===== src/design/acpc_params.svh =====
// Constants for the conversion and power-down control block
// Behaviour
// - Trigger rising edge puts all sample-holds into hold and starts a conversion
// - Trigger acts whatever the state of the serial bus select
// - Busy rises at conversion start and stays high until it ends
// - While power-down is high the device sleeps and ignores triggers
// - Power-down during a conversion takes effect after that conversion completes
// - Two power-down pulses with no conversion between cause a global reset
// - I/O-standard select high picks differential interface, low single-ended
// - All eight channels sampled at one instant, each digitized per conversion; the code times only the enabled channels, at least one
// - Conversion time is 500 ns per enabled channel
`ifndef ACPC_PARAMS_SVH
`define ACPC_PARAMS_SVH
`define ACPC_CLK_NS 50
`define ACPC_CONV_PER_CH_NS 500
`define ACPC_NUM_CH 8
`define ACPC_GRST_CYCLES 4
`define ACPC_CH_CYCLES ((`ACPC_CONV_PER_CH_NS + `ACPC_CLK_NS - 1) / `ACPC_CLK_NS)
`define ACPC_TIMER_LAT 2
`endif


===== src/design/acpc_pkg.sv =====
// Types for the conversion and power-down control block
`default_nettype none
package acpc_pkg;
   typedef enum logic [1:0] {ACPC_IDLE, ACPC_CONV, ACPC_SLEEP} acpc_state_t;
endpackage
`default_nettype wire


===== src/design/acpc_timer_if.sv =====
// Handshake between control FSM and conversion timer
`default_nettype none
interface acpc_timer_if;
   logic start;
   logic [3:0] nch;
   logic done;
   modport ctrl (output start, output nch, input done);
   modport timer (input start, input nch, output done);
endinterface
`default_nettype wire

===== src/design/acpc_conv_timer.sv =====
// Conversion timer: counts 500 ns per enabled channel
`include "acpc_params.svh"
`default_nettype none
module acpc_conv_timer
   import acpc_pkg::*;
#(
   parameter int CH_CYCLES = `ACPC_CH_CYCLES
) (
   // Clock and reset
   input wire logic clock,
   input wire logic srst,
   // Control side
   acpc_timer_if.timer tif
);
   logic [7:0] cnt_reg, cnt_next;
   logic done_reg, done_next;
   localparam logic [7:0] CH_CYC = 8'(CH_CYCLES);
   // Start and done each cost one register stage
   localparam logic [7:0] LAT = 8'(`ACPC_TIMER_LAT);

   always_comb begin
      cnt_next = cnt_reg;
      done_next = 1'b0;
      if (tif.start) begin
         cnt_next = 8'(tif.nch * CH_CYC) - LAT;
      end else if (cnt_reg != 8'h00) begin
         cnt_next = cnt_reg - 8'h01;
         done_next = (cnt_reg == 8'h01);
      end
   end

   always_ff @(posedge clock) begin
      if (srst) begin
         cnt_reg <= 8'h00;
         done_reg <= 1'b0;
      end else begin
         cnt_reg <= cnt_next;
         done_reg <= done_next;
      end
   end

   assign tif.done = done_reg;
endmodule
`default_nettype wire


===== src/design/acpc_ctrl.sv =====
// Conversion trigger, busy and power-down control
`include "acpc_params.svh"
`default_nettype none
module acpc_ctrl
   import acpc_pkg::*;
#(
   parameter int NUM_CH = `ACPC_NUM_CH
) (
   // Clock and reset
   input wire logic clock,
   input wire logic srst,
   // Host pins
   input wire logic conv_trigger,
   input wire logic power_down_in,
   input wire logic io_sel_diff,
   input wire logic bus_select_n,
   // Channel enables, one bit per channel
   input wire logic [NUM_CH-1:0] ch_enable,
   // Status outputs
   output logic busy,
   output logic hold,
   output logic powered_down,
   output logic diff_io_mode,
   output logic global_reset
);
   acpc_timer_if tif ();
   acpc_conv_timer u_timer (
      .clock(clock),
      .srst(srst),
      .tif(tif)
   );

   acpc_state_t state_reg, state_next;
   logic trig_d_reg, trig_d_next;
   logic pd_d_reg, pd_d_next;
   logic pd_armed_reg, pd_armed_next;
   logic pd_pend_reg, pd_pend_next;
   logic [2:0] grst_reg, grst_next;
   logic busy_reg, busy_next;
   logic hold_reg, hold_next;
   logic pdn_reg, pdn_next;
   logic io_reg, io_next;
   logic grst_out_reg, grst_out_next;
   logic start_next, start_reg;
   logic [3:0] nch_reg, nch_next;
   logic trig_rise, pd_rise;
   logic [7:0] busy_len_reg, busy_len_next;
   localparam logic [7:0] CH_CYC = 8'(`ACPC_CH_CYCLES);

   function automatic logic [3:0] count_ones(input logic [NUM_CH-1:0] v);
      logic [3:0] c;
      c = 4'h0;
      for (int i = 0; i < NUM_CH; i++) begin
         c = c + 4'(v[i]);
      end
      return c;
   endfunction

   assign trig_rise = conv_trigger & ~trig_d_reg;
   assign pd_rise = power_down_in & ~pd_d_reg;
   assign tif.start = start_reg;
   assign tif.nch = nch_reg;

   always_comb begin
      state_next = state_reg;
      trig_d_next = conv_trigger;
      pd_d_next = power_down_in;
      pd_armed_next = pd_armed_reg;
      pd_pend_next = pd_pend_reg | pd_rise;
      grst_next = (grst_reg != 3'h0) ? grst_reg - 3'h1 : 3'h0;
      busy_next = busy_reg;
      hold_next = hold_reg;
      start_next = 1'b0;
      nch_next = nch_reg;
      io_next = io_sel_diff;
      if (pd_rise) begin
         if (pd_armed_reg) begin
            grst_next = 3'(`ACPC_GRST_CYCLES);
            pd_armed_next = 1'b0;
         end else begin
            pd_armed_next = 1'b1;
         end
      end
      case (state_reg)
         ACPC_IDLE: begin
            pd_pend_next = 1'b0;
            if (power_down_in) begin
               state_next = ACPC_SLEEP;
            end else if (trig_rise) begin
               // start on edge, bus select ignored
               state_next = ACPC_CONV;
               busy_next = 1'b1;
               hold_next = 1'b1;
               start_next = 1'b1;
               nch_next = (count_ones(ch_enable) == 4'h0) ? 4'h1 : count_ones(ch_enable);
               pd_armed_next = 1'b0;
            end
         end
         ACPC_CONV: begin
            if (tif.done) begin
               busy_next = 1'b0;
               hold_next = 1'b0;
               state_next = (power_down_in | pd_pend_reg) ? ACPC_SLEEP : ACPC_IDLE;
               pd_pend_next = 1'b0;
            end
         end
         ACPC_SLEEP: begin
            if (!power_down_in) begin
               state_next = ACPC_IDLE;
            end
         end
         default: state_next = ACPC_IDLE;
      endcase
      pdn_next = (state_next == ACPC_SLEEP);
      grst_out_next = (grst_next != 3'h0);
      if (grst_reg != 3'h0) begin
         state_next = power_down_in ? ACPC_SLEEP : ACPC_IDLE;
         busy_next = 1'b0;
         hold_next = 1'b0;
         start_next = 1'b0;
         pd_pend_next = 1'b0;
         pdn_next = power_down_in;
      end
   end

   always_ff @(posedge clock) begin
      if (srst) begin
         state_reg <= ACPC_IDLE;
         trig_d_reg <= 1'b0;
         pd_d_reg <= 1'b0;
         pd_armed_reg <= 1'b0;
         pd_pend_reg <= 1'b0;
         grst_reg <= 3'h0;
         busy_reg <= 1'b0;
         hold_reg <= 1'b0;
         pdn_reg <= 1'b0;
         io_reg <= 1'b0;
         grst_out_reg <= 1'b0;
         start_reg <= 1'b0;
         nch_reg <= 4'h1;
      end else begin
         state_reg <= state_next;
         trig_d_reg <= trig_d_next;
         pd_d_reg <= pd_d_next;
         pd_armed_reg <= pd_armed_next;
         pd_pend_reg <= pd_pend_next;
         grst_reg <= grst_next;
         busy_reg <= busy_next;
         hold_reg <= hold_next;
         pdn_reg <= pdn_next;
         io_reg <= io_next;
         grst_out_reg <= grst_out_next;
         start_reg <= start_next;
         nch_reg <= nch_next;
      end
   end

   assign busy = busy_reg;
   assign hold = hold_reg;
   assign powered_down = pdn_reg;
   assign diff_io_mode = io_reg;
   assign global_reset = grst_out_reg;

   always_comb begin
      busy_len_next = busy_reg ? busy_len_reg + 8'h01 : 8'h00;
   end

   always_ff @(posedge clock) begin
      if (srst) begin
         busy_len_reg <= 8'h00;
      end else begin
         busy_len_reg <= busy_len_next;
      end
   end

   AST_BUSY_RISE: assert property (@(posedge clock) disable iff (srst)
      state_reg == ACPC_IDLE && !power_down_in && trig_rise && grst_reg == 3'h0
      |=> busy && hold && start_reg)
      else $error("busy did not rise on trigger");

   AST_SLEEP_IGNORE: assert property (@(posedge clock) disable iff (srst)
      power_down_in |=> !$rose(busy))
      else $error("trigger accepted while powered down");

   AST_BUSY_HELD: assert property (@(posedge clock) disable iff (srst)
      $rose(busy) |-> busy [*8])
      else $error("busy dropped early");

   AST_CONV_LEN: assert property (@(posedge clock) disable iff (srst)
      $fell(busy) && $past(grst_reg) == 3'h0 |-> busy_len_reg == 8'(nch_reg * CH_CYC))
      else $error("conversion length not 500 ns per channel");

   AST_PD_AFTER: assert property (@(posedge clock) disable iff (srst)
      busy && power_down_in |=> busy || powered_down || global_reset)
      else $error("power down cut conversion");

   AST_NO_EARLY_SLEEP: assert property (@(posedge clock) disable iff (srst)
      busy |-> !powered_down)
      else $error("powered down during conversion");

   AST_WAKE: assert property (@(posedge clock) disable iff (srst)
      state_reg == ACPC_SLEEP && !power_down_in |=> state_reg == ACPC_IDLE)
      else $error("no wake after power down low");

   AST_IO_SEL: assert property (@(posedge clock) disable iff (srst)
      1'b1 |=> diff_io_mode == $past(io_sel_diff))
      else $error("io mode not followed");

   AST_GRST: assert property (@(posedge clock) disable iff (srst)
      pd_rise && pd_armed_reg |=> ##1 global_reset)
      else $error("double power down gave no reset");

   AST_NO_GRST: assert property (@(posedge clock) disable iff (srst)
      pd_rise && !pd_armed_reg && grst_reg == 3'h0 |=> !global_reset)
      else $error("single power down gave a reset");

   AST_GRST_LEN: assert property (@(posedge clock) disable iff (srst)
      $rose(global_reset) |-> global_reset [*4] ##1 !global_reset)
      else $error("global reset pulse length wrong");
endmodule
`default_nettype wire


===== config.mk =====
export PLATFORM = sky130hd
export DESIGN_NAME = acpc_ctrl
export DESIGN_NICKNAME = d
export VERILOG_FILES = /design/src/design/acpc_pkg.sv /design/src/design/acpc_timer_if.sv /design/src/design/acpc_conv_timer.sv /design/src/design/acpc_ctrl.sv
export VERILOG_INCLUDE_DIRS = /design/src /design/src/design
export SDC_FILE = /design/constraint.sdc
export NUM_CORES = 1
export LEC_CHECK = 0
export BUFFER_PORTS_ARGS = -buffer_cell sky130_fd_sc_hd__buf_2
export CELL_PAD_IN_SITES_DETAIL_PLACEMENT = 0
export CELL_PAD_IN_SITES_GLOBAL_PLACEMENT = 2
export CORE_UTILIZATION = 30
export DETAILED_ROUTE_END_ITERATION = 7
export PLACE_DENSITY = 0.7
export REMOVE_ABC_BUFFERS = 1
export SLEW_MARGIN = 20
export SYNTH_ARGS = -nofsm -noshare
export SYNTH_HDL_FRONTEND = slang
export SYNTH_SLANG_ARGS = --single-unit

===== constraint.sdc =====
create_clock -name clock -period 3.4 [get_ports clock]
set_input_delay 0.34 -clock clock [delete_from_list [all_inputs] [get_ports clock]]
set_output_delay 0.34 -clock clock [all_outputs]
set_load 0.02 [all_outputs]

# [Word level (Yosys, flattened, before mapping)]
# Index checks and enable logic that the tools add are counted.
[word_totals] memories=0 inputBits=14 mem_bits_ro=0 latchBits=0 out_inout_bits=5 ram_bits=0 regBits=27
[classes] n_div=0 shift=0 n_eq_ne=7 reduce_logical=12 mux=27 n_bitwise=9 n_lt_le_gt_ge=0 n_addsub=10 n_mul=1
[op_table] cell="adder 4 x 1 -> 4 bit" n=4
[op_table] cell="two-way mux 8 bit" n=2
[op_table] cell="two-way mux 2 bit" n=7
[op_table] cell="two-way mux 1 bit" n=11
[op_table] cell="two-way mux 3 bit" n=3
[op_table] cell="== test 8 x 1 -> 1 bit (second input constant)" n=1
[op_table] cell="nonzero test 8 bit" n=1
[op_table] cell="subtractor 8 x 1 -> 8 bit (second input constant)" n=1
[op_table] cell="subtractor 8 x 2 -> 8 bit (second input constant)" n=1
[op_table] cell="multiplier 4 x 3 -> 7 bit (second input constant)" n=1
[op_table] cell="case mux 2 bit (3 select lines)" n=1
[op_table] cell="nonzero test 3 bit" n=2
[op_table] cell="inverter 1 bit" n=5
[op_table] cell="adder 3 x 1 -> 4 bit" n=1
[op_table] cell="== test 2 bit (second input constant)" n=2
[op_table] cell="logical NOT 4 bit" n=1
[op_table] cell="two-way mux 4 bit" n=1
[op_table] cell="!= test 2 bit (second input constant)" n=2
[op_table] cell="case mux 1 bit (2 select lines)" n=2
[op_table] cell="AND reduction 4 bit" n=1
[op_table] cell="nonzero test 2 bit" n=2
[op_table] cell="OR reduction 4 bit" n=1
[op_table] cell="adder 2 x 1 -> 3 bit" n=1
[op_table] cell="AND reduction 3 bit" n=1
[op_table] cell="9 further kinds" n=11

# [Longest topological paths before layout]
# Gate-level depths: netlist of run 1.
[depth] depth_word=9 depth_mapped=11 depth_no_buf=11

# [Hierarchy]
# From an unflattened synthesis of run 1, not the netlist that was laid out.
[unflattened] hier_cells=176 hier_area_um2=1565.3
[modules_own_cells] mod="acpc_ctrl" cells_each=92 area_each_um2=865.8 instances=1
[modules_own_cells] mod="acpc_conv_timer" cells_each=84 area_each_um2=699.4 instances=1

# [Worst setup path before layout of run 1]
# No wires, ideal clock.
[synth_path] kind="input -> register" startpoint="input port ch_enable[0]" endpoint="register nch_reg[0]" arrival_time_ns=2.911 cell_stages=10 n_path_buf=0 required_time_ns=3.280 slack_ns=0.369 cell_sequence="fa_1 > inv_1 > fa_1 > fa_1 > inv_1 > ha_1 > inv_1 > fa_1 > nor2b_1 > a211o_1"
[synth_between] elab_chain_cells=9
[synth_rtl] element="start, declared" line="acpc_ctrl.sv:18" text="input wire logic [NUM_CH-1:0] ch_enable,"
[synth_rtl] element="adder 1 x 1 -> 2 bit (*)" line="acpc_ctrl.sv:54" text="c = c + 4'(v[i]);"
[synth_rtl] element="adder 2 x 1 -> 3 bit (*)" line="acpc_ctrl.sv:54"
[synth_rtl] element="adder 3 x 1 -> 4 bit (*)" line="acpc_ctrl.sv:54"
[synth_rtl] element="adder 4 x 1 -> 4 bit (*) (4 in a row)" line="acpc_ctrl.sv:54"
[synth_rtl] element="logical NOT 4 bit" line="acpc_ctrl.sv:95" text="nch_next = (count_ones(ch_enable) == 4'h0) ? 4'h1 : count_ones(ch_enable);"
[synth_rtl] element="two-way mux 4 bit (*)" line="acpc_ctrl.sv:95"
[synth_rtl] element="end signal, assigned" line="acpc_ctrl.sv:154" text="nch_reg <= nch_next;"
[synth_rtl] element="end, declared" line="acpc_ctrl.sv:45" text="logic [3:0] nch_reg, nch_next;"
# Every way passes the cells marked *; elsewhere a longest branch is shown, timed or not.
# A chain may end at the register's enable or synchronous reset.

# [Worst setup path in the final report of run 1]
# Same ends and word-level chain as after synthesis.

==> results.txt, run 1 <==
----------------------------------------------------
[Global routing]
  Via count of the first global-routing pass ... around 1100
  Initial antenna violation count ... 0
  All-Layer GR Usage ... 11.60%
  Wire length of the first global-routing pass ... roughly 5000 µm
  Final global-route overflow total ... 0
  Largest net degree at the start of global routing ... 20

[Cells and area]
  Cell area after layout ... approximately 1800 µm²
  Filler Cells Inserted ... between 500 and 600
  Layout cells sized above 1 ... around 15%
  Synthesis-to-finish area growth ... 12.26%
  Number of nets at the end of the flow ... approximately 220
  Non-filler cells in the finished layout ... between 200 and 300
  Ant diodes ... 0
  Max reg flops ... 8
  Utilization after layout ... 35.92%

[Floorplanning]
  Core area ... a little under 5000 µm²
  Initial cell density of the core ... between 30% and 40%
  # rows ... 25
  Die width ... between 70 and 80 µm
  Die Ht ... roughly 74 µm
  Total die area ... about 5500 µm²
  Number of top-level pins ... 19

[Placed design]
  Estimated wirelength of the detail-placed design ... roughly 2300 µm
  Routability congestion estimate from global placement ... approximately 0.79
  Count of input and output buffers ... 17
  Number of placed instances, taps included ... about 250
  Total cell area at the placement stage ... between 1500 and 2000 µm²

[STA]
  Post-route clock skew ... between 0.005 and 0.006 ns
  Maximum clock rate ... around 330 MHz
  Total count of max-transition violations in the final report ... 0
  Setup repair after global routing missed its margin ... false
  Fraction of the cycle the final worst path needs ... 87.98%
  Period minus WS final ... around 3 ns
  Final setup TNS ... 0 ns
  Transition time of the tightest slew-check pin ... 0.5956 ns
  Final-report setup violation count ... 0
  Slew margin rel. ... approximately three fifths
  Final hold viol count ... 0

[Synth]
  Adder-cell share of the synthesized area ... between 10% and 20%
  Main combinational cell family by area after synthesis ... simple AND/OR/NAND/NOR gates
  Combined area of all synthesized cells ... 1561 µm²
  Yosys warning total ... 0
  Multiplexer area fraction after synthesis ... 3.926%
  Sequential fraction of the synthesis area ... about a third
  Number of enable flip-flop cells after synthesis ... 0
  Share of the synthesized area in compound gates (AO/OA/AOI/OAI) ... around 13%
  Post-synthesis instance total ... 167
  Primary FF master, synth ... sky130_fd_sc_hd__dfxtp_1
  Simple-Gate Fraction of Synth Area ... around 20%
  Post-synthesis async set-or-reset flop share ... 0%
  Average instance area after synthesis ... around 9.4 µm²
  Synthesized-area fraction occupied by xor and xnor cells ... slightly above 5%
  Count of cell types in the netlist ... 41
  Number of register bits inferred by synthesis ... 27

[Routing]
  Violation count after the first detailed-route iteration ... 46
  Pre-Repair DR Iteration Count ... 4
  Via-to-Cell Ratio ... 4.632
  Routed Wire Length ... ~2900 µm
  Routed via count ... 1158
  Final routed DRC violation total ... 0
  Per-cell routed wire length ... roughly 12 µm
  Post-route antenna net violation count ... 0

[Power]
  Total chip power ... 0.001004 W
  P_leak ... 0.7768 nW
  Ratio of total power to cell area ... roughly 570 nW/µm²
  Worst IR drop on VDD ... approximately 0.00024 V

[Critical path]
  Kind of end point of the critical path ... flip-flop
  Critical Setup Path Class ... in -> reg
  Largest fanout on the critical path ... 2
  CP Data Arrival Time ... ~3.2 ns
  WP data required ... between 3 and 4 ns
  Critical Path Source Type ... primary input

[CTS]
  Post_cts resized ... 0
  TritonCTS buffer count ... 3
  Number of clock sinks ... 27
  Clock latency of the later-clocked register in the worst-skew pair ... between 0.2 and 0.3 ns
  CTS Hold Bufs ... 0
  TritonCTS clock tree ... done
  Clock Pin Slew Worst Setup and Hold Paths ... about 0.10 ns
  Post-CTS Setup Repair Bufs ... 0
  Clk buf depth ... 2
  CTS H-tree lvls ... 1
  Clock Root Buffer ... sky130_fd_sc_hd__clkbuf_8

[Flow run]
  Max Cap Viol ... 0

[Status]
  Outcome ... completed

[Worst hold path]
  Worst hold-check path type ... in -> reg

----------------------------------------------------
==> cells in the final DEF, fill, tap and decap left out, types with 4 or more instances in the layout <==
master,Yosys,layout
sky130_fd_sc_hd__a21oi_1,8,8
sky130_fd_sc_hd__nand2_1,4,4
sky130_fd_sc_hd__xnor2_1,5,5
sky130_fd_sc_hd__nor2_1,15,15
sky130_fd_sc_hd__nor2b_1,9,9
sky130_fd_sc_hd__mux2i_1,5,5
sky130_fd_sc_hd__buf_2,0,17
sky130_fd_sc_hd__dfxtp_1,27,27
sky130_fd_sc_hd__fa_1,5,5
sky130_fd_sc_hd__inv_1,20,20
sky130_fd_sc_hd__ha_1,12,12
sky130_fd_sc_hd__nor3_1,6,6
sky130_fd_sc_hd__xor2_1,4,4
==> final cells by class <==
class | instances | area [µm²] | share of cell area (%)
flip-flops and latches | 27 | 540.5 | 30.84
multi-input cells | 115 | 922.1 | 52.61
repair buffers | 17 | 85.08 | 4.854
clock inverters | 1 | 5.005 | 0.2855
well taps | 67 | 83.83 | 4.782
clock buffers | 3 | 41.29 | 2.355
inverters | 20 | 75.07 | 4.283
==> Yosys cell counts, types with 2 or more instances <==
cell / n / area, µm²
sky130_fd_sc_hd__nor2b_1: 9 / 56.30
sky130_fd_sc_hd__nand2_1: 4 / 15.01
sky130_fd_sc_hd__nor2_1: 15 / 56.30
sky130_fd_sc_hd__a211oi_1: 3 / 22.52
sky130_fd_sc_hd__xnor2_1: 5 / 43.79
sky130_fd_sc_hd__nor4_4: 2 / 42.54
sky130_fd_sc_hd__inv_1: 20 / 75.07
sky130_fd_sc_hd__ha_1: 12 / 150.1
sky130_fd_sc_hd__or2_2: 2 / 12.51
sky130_fd_sc_hd__nor3b_1: 3 / 22.52
sky130_fd_sc_hd__a21oi_1: 8 / 40.04
sky130_fd_sc_hd__nand3_1: 3 / 15.01
sky130_fd_sc_hd__fa_1: 5 / 100.1
sky130_fd_sc_hd__o21ai_0: 2 / 10.01
sky130_fd_sc_hd__o211ai_1: 2 / 15.01
sky130_fd_sc_hd__nor3_1: 6 / 30.03
sky130_fd_sc_hd__a311oi_1: 2 / 17.52
sky130_fd_sc_hd__o211a_1: 2 / 20.02
sky130_fd_sc_hd__a31oi_1: 2 / 12.51
sky130_fd_sc_hd__dfxtp_1: 27 / 540.5
sky130_fd_sc_hd__a21o_1: 3 / 22.52
sky130_fd_sc_hd__mux2i_1: 5 / 50.05
sky130_fd_sc_hd__xor2_1: 4 / 35.03
sky130_fd_sc_hd__nand2b_1: 3 / 18.77
sky130_fd_sc_hd__clkbuf_1: 2 / 7.510
==> kinds of logic (layout without fill, tap and decap cells) <==
group / after synthesis / count (layout)
DFF: 27 / 27
buffers and inverters: 25 / 41
muxes: 6 / 6
and+or+nand+nor: 53 / 53
AOI/OAI and AO/OA: 30 / 30
xor gates and xnor gates: 9 / 9
adders and majority gates: 17 / 17
==> per-layer routing <==
metal	wire length, µm	part of all wire, %	track usage [%]	vias to the layer above
li1	-	-	-	601
met1	1499	52	15.28	540
met2	1289	45	19.49	15
met3	73	2.5	2.439	2
met4	25	0.87	2.564	0
met5	0	0	0	-
==> critical path, cell delays in order <==
cell	delay, ns
sky130_fd_sc_hd__buf_2	0.11
sky130_fd_sc_hd__fa_1	0.53
sky130_fd_sc_hd__inv_1	0.05
sky130_fd_sc_hd__fa_1	0.49
sky130_fd_sc_hd__fa_1	0.40
sky130_fd_sc_hd__inv_1	0.06
sky130_fd_sc_hd__ha_1	0.15
sky130_fd_sc_hd__inv_1	0.05
sky130_fd_sc_hd__fa_1	0.37
sky130_fd_sc_hd__xnor2_1	0.22
sky130_fd_sc_hd__nor2b_1	0.08
sky130_fd_sc_hd__a211o_1	0.29
==> power breakdown <==
| group | total [W] | internal [W] | switching, W |
|---|---|---|---|
| Clock | 0.000182 | 0.0000820 | 0.000100 |
| Combinational | 0.000390 | 0.000189 | 0.000201 |
| Sequential | 0.000431 | 0.000367 | 0.0000641 |
| Total | 0.00100 | 0.000639 | 0.000365 |
==> through the flow <==
stage,worst slack [ns],hold slack (ns)
global placement,0.1957,0.4599
floorplan,0.3690,0.4091
global route,0.3022,0.2804
detailed placement,0.09490,0.4712
finish,0.4088,0.2874
CTS,0.3879,0.2795
==> worst paths after layout <==
check	slack [ns]	cells past startpoint	endpoint	start
worst max-delay path	0.41	12	nch_reg[0]	ch_enable[0]
worst min-delay path	0.29	2	diff_io_mode	io_sel_diff
worst min register to register	0.48	2	grst_reg[1]	grst_reg[1]
worst max register to register	1.21	8	u_timer.cnt_reg[7]	nch_reg[3]
(Power assumes the default switching activity.)
==> inputs of run 2 (changes only) <==
--- a/config.mk
+++ b/config.mk
@@ -11,9 +11,10 @@
 export CELL_PAD_IN_SITES_GLOBAL_PLACEMENT = 2
 export CORE_UTILIZATION = 30
 export DETAILED_ROUTE_END_ITERATION = 7
-export PLACE_DENSITY = 0.7
+export PLACE_DENSITY = 0.71
 export REMOVE_ABC_BUFFERS = 1
 export SLEW_MARGIN = 20
 export SYNTH_ARGS = -nofsm -noshare
 export SYNTH_HDL_FRONTEND = slang
+export SYNTH_HIERARCHICAL = 1
 export SYNTH_SLANG_ARGS = --single-unit
==> results.txt, run 2 <==
----------------------------------------------------
[STA]
  Final-report setup violation count ... 0 (unchanged)
  Final setup TNS ... 0 ns (unchanged)
  Slew margin rel. ... 52.72% (was 59.93%)
  Transition time of the tightest slew-check pin ... 0.7028 ns (was 0.5956 ns)
  Worst setup margin ... 0.5099 ns (was 0.4088 ns)
  Final hold viol count ... 0 (unchanged)
  Post-route clock skew ... 0.003456 ns (was 0.005688 ns)
  Maximum clock rate ... 346.0 MHz (was 334.3 MHz)
  Setup repair after global routing missed its margin ... false (unchanged)
  Period minus WS final ... 2.890 ns (was 2.991 ns)
  Fraction of the cycle the final worst path needs ... 85.00% (was 87.98%)
  Total count of max-transition violations in the final report ... 0 (unchanged)

[Critical path]
  Critical path cell sequence ... buf_2 -> fa_1 -> inv_1 -> fa_1 -> fa_1 -> inv_1 -> ha_1 -> inv_1 -> fa_1 -> a31oi_1 -> a32oi_1 (was buf_2 -> fa_1 -> inv_1 -> fa_1 -> fa_1 -> inv_1 -> ha_1 -> inv_1 -> fa_1 -> xnor2_1 -> nor2b_1 -> a211o_1)
  Critical Setup Path Class ... in -> reg (unchanged)
  Buf+Inv Stages, Crit Path ... 4 (unchanged)
  Cell type with the highest occurrence count on the critical path ... sky130_fd_sc_hd__fa_1 (unchanged)
  Largest fanout on the critical path ... 3 (was 2)
  WP data required ... 3.55 ns (was 3.56 ns)
  CP delay by family, top ... adder cells (unchanged)
  Kind of end point of the critical path ... flip-flop (unchanged)
  Critical-path top delay cell ... sky130_fd_sc_hd__fa_1 (unchanged)
  CP Data Arrival Time ... 3.04 ns (was 3.15 ns)
  Critical Path Source Type ... primary input (unchanged)
  Highest cell delay on the worst timing path ... 0.52 ns (was 0.53 ns)

[Global routing]
  Initial antenna violation count ... 0 (unchanged)
  All-Layer GR Usage ... 13.74% (was 11.60%)
  Largest net degree at the start of global routing ... 25 (was 20)
  Via count of the first global-routing pass ... 1291 (was 1109)
  Final global-route overflow total ... 0 (unchanged)
  Wire length of the first global-routing pass ... 5851 µm (was 4926 µm)

[Synth]
  Yosys warning total ... 6 (was 0)
  Area fraction of the dominant cell type after synthesis ... 34.53% (was 34.62%)
  Sequential fraction of the synthesis area ... 34.53% (was 34.62%)
  Cell types occupying the most area after synthesis ... sky130_fd_sc_hd__dfxtp_1 35%, sky130_fd_sc_hd__ha_1 9.6%, sky130_fd_sc_hd__fa_1 6.4%, sky130_fd_sc_hd__inv_1 5.5%, sky130_fd_sc_hd__a21oi_1 4.2% (was sky130_fd_sc_hd__dfxtp_1 35%, sky130_fd_sc_hd__ha_1 9.6%, sky130_fd_sc_hd__fa_1 6.4%, sky130_fd_sc_hd__inv_1 4.8%, sky130_fd_sc_hd__nor2_1 3.6%)
  Post-synthesis instance total ... 176 (was 167)
  Count of cell types in the netlist ... 43 (was 41)
  Average instance area after synthesis ... 8.893 µm² (was 9.350 µm²)
  Leading cell type by number of instances after synthesis ... sky130_fd_sc_hd__dfxtp_1 (unchanged)
  Number of register bits inferred by synthesis ... 27 (unchanged)
  Primary FF master, synth ... sky130_fd_sc_hd__dfxtp_1 (unchanged)
  Number of enable flip-flop cells after synthesis ... 0 (unchanged)
  Most frequent cells after synthesis ... 27 x sky130_fd_sc_hd__dfxtp_1, 23 x sky130_fd_sc_hd__inv_1, 15 x sky130_fd_sc_hd__nor2_1 (was 27 x sky130_fd_sc_hd__dfxtp_1, 20 x sky130_fd_sc_hd__inv_1, 15 x sky130_fd_sc_hd__nor2_1)
  Post-synthesis async set-or-reset flop share ... 0% (unchanged)
  Cell type contributing the most total cell area after synthesis ... sky130_fd_sc_hd__dfxtp_1 (unchanged)
  Combined area of all synthesized cells ... 1565 µm² (was 1561 µm²)

[Flow run]
  Max Cap Viol ... 0 (unchanged)

[Placed design]
  Estimated wirelength of the detail-placed design ... 2496 µm (was 2275 µm)
  Post-place setup slack ... 0.2133 ns (was 0.09490 ns)
  Routability congestion estimate from global placement ... 0.7360 (was 0.7859)
  Number of placed instances, taps included ... 256 (was 246)
  Count of input and output buffers ... 17 (unchanged)

[Power]
  Total chip power ... 0.001068 W (was 0.001004 W)
  Ratio of total power to cell area ... 605.1 nW/µm² (was 572.7 nW/µm²)
  Worst IR drop on VDD ... 0.0002178 V (was 0.0002434 V)
  P_leak ... 0.7495 nW (was 0.7768 nW)

[Routing]
  Via-to-Cell Ratio ... 5.062 (was 4.632)
  Routed Wire Length ... 3265 µm (was 2886 µm)
  Per-cell routed wire length ... 12.56 µm (was 11.54 µm)
  Violation count after the first detailed-route iteration ... 25 (was 46)
  Final routed DRC violation total ... 0 (unchanged)
  Pre-Repair DR Iteration Count ... 4 (unchanged)
  Post-route antenna net violation count ... 0 (unchanged)
  Routed via count ... 1316 (was 1158)

[Cells and area]
  Most common library cell in the layout ignoring fill and taps ... sky130_fd_sc_hd__dfxtp_1 (unchanged)
  Ant diodes ... 0 (unchanged)
  Layout cells sized above 1 ... 12.44% (was 14.75%)
  Non-filler cells in the finished layout ... 260 (was 250)
  Filler Cells Inserted ... 529 (was 535)
  Synthesis-to-finish area growth ... 12.79% (was 12.26%)
  Number of nets at the end of the flow ... 225 (was 215)
  Highest-count cells in the layout ignoring fill and taps ... 27 x sky130_fd_sc_hd__dfxtp_1, 23 x sky130_fd_sc_hd__inv_1, 17 x sky130_fd_sc_hd__buf_2, 15 x sky130_fd_sc_hd__nor2_1, 13 x sky130_fd_sc_hd__a21oi_1 (was 27 x sky130_fd_sc_hd__dfxtp_1, 20 x sky130_fd_sc_hd__inv_1, 17 x sky130_fd_sc_hd__buf_2, 15 x sky130_fd_sc_hd__nor2_1, 12 x sky130_fd_sc_hd__ha_1)
  Max reg flops ... 8 (unchanged)

[Floorplanning]
  Initial cell density of the core ... 32.08% (was 32.00%)
  Die width ... 74.23 µm (was 74.15 µm)
  Die Ht ... 74.23 µm (was 74.15 µm)
  Total die area ... 5510 µm² (was 5497 µm²)
  Core area ... 4880 µm² (unchanged)
  # rows ... 25 (unchanged)
  Number of top-level pins ... 19 (unchanged)

[CTS]
  Post-CTS Setup Repair Bufs ... 0 (unchanged)
  Post_cts resized ... 0 (unchanged)
  Clock latency of the later-clocked register in the worst-skew pair ... 0.27 ns (about the same)
  CTS Hold Bufs ... 0 (unchanged)
  CTS H-tree lvls ... 1 (unchanged)
  TritonCTS buffer count ... 3 (unchanged)
  Number of clock sinks ... 27 (unchanged)
  Clock Root Buffer ... sky130_fd_sc_hd__clkbuf_8 (unchanged)
  Clk buf depth ... 2 (unchanged)
  TritonCTS clock tree ... done (unchanged)
  Clock Pin Slew Worst Setup and Hold Paths ... 0.09 ns (was 0.10 ns)

[Worst hold path]
  Worst hold-check path type ... in -> reg (unchanged)

[Status]
  Outcome ... completed (unchanged)

----------------------------------------------------
## run 2: cell types whose count changed after synthesis, sizes merged, moves of 3 or more
cell    delta
mux2i      -4
inv        +3
a21oi      +5
nand2      +6
a221oi     +4
nor2b      -5
a311oi     +3
## run 2: layout make-up
cell class | instances | area (µm²) | area share (%)
clock buffers | 4 | 45.04 | 2.551
repair buffers | 17 | 85.08 | 4.819
inverters | 23 | 86.33 | 4.890
flip-flops and latches | 27 | 540.5 | 30.62
multi-input cells | 122 | 924.6 | 52.37
well taps | 67 | 83.83 | 4.748
## run 2: cell families (layout without fill, tap and decap cells)
group                    after synthesis  in the layout  share of synthesized area (%)
AND/OR/NAND/NOR                       57             57                          21.18
AO/OA/AOI/OAI                         41             41                          17.51
flip-flops                            27             27                          34.53
buffers and inverters                 27             44                          6.794
adder cells (fa/ha/maj)               17             17                          15.99
XOR/XNOR                               6              6                          3.357
multiplexers                           1              1                         0.6395
## run 2: final timing paths
check	endpoint	cells after the start	slack (ns)	from
worst min-delay path	diff_io_mode	2	0.27	io_sel_diff
worst max-delay path	nch_reg[0]	11	0.51	ch_enable[0]
worst min register to register	grst_reg[0]	1	0.49	grst_reg[0]
worst max register to register	u_timer/cnt_reg[7]	8	0.84	nch_reg[3]
## run 2: worst reg2reg max path: cells and delay by family, from the launching register on
family	cells	cell delay [ns]
compound gates	2	0.33
fa+ha+maj	3	1.00
buf+inv	1	0.06
flops	1	0.37
simple gates	2	0.73
## run 2: power by group
group	switching, W	internal [W]	total [W]
combinational	0.000239	0.000206	0.000445
sequential	0.0000708	0.000372	0.000443
clock	0.0000962	0.0000839	0.000180
total	0.000406	0.000663	0.00107
## run 2: per-layer routing
layer / global-route usage (%) / share of wire (%) / up-vias
li1: - / - / 656
met1: 17.47 / 47 / 643
met2: 23.94 / 50 / 15
met3: 2.033 / 2.1 / 2
met4: 4.403 / 0.77 / 0
met5: 0 / 0 / -
## run 2: through the flow
stage	util (%)	cell area, µm²	hold slack [ns]
detailed placement	35.13	1714	0.4805
global placement	35.13	1714	0.4612
finish	36.18	1765	0.2713
CTS	36.05	1759	0.2652
global route	36.18	1765	0.2731
floorplan	-	1545	0.4067
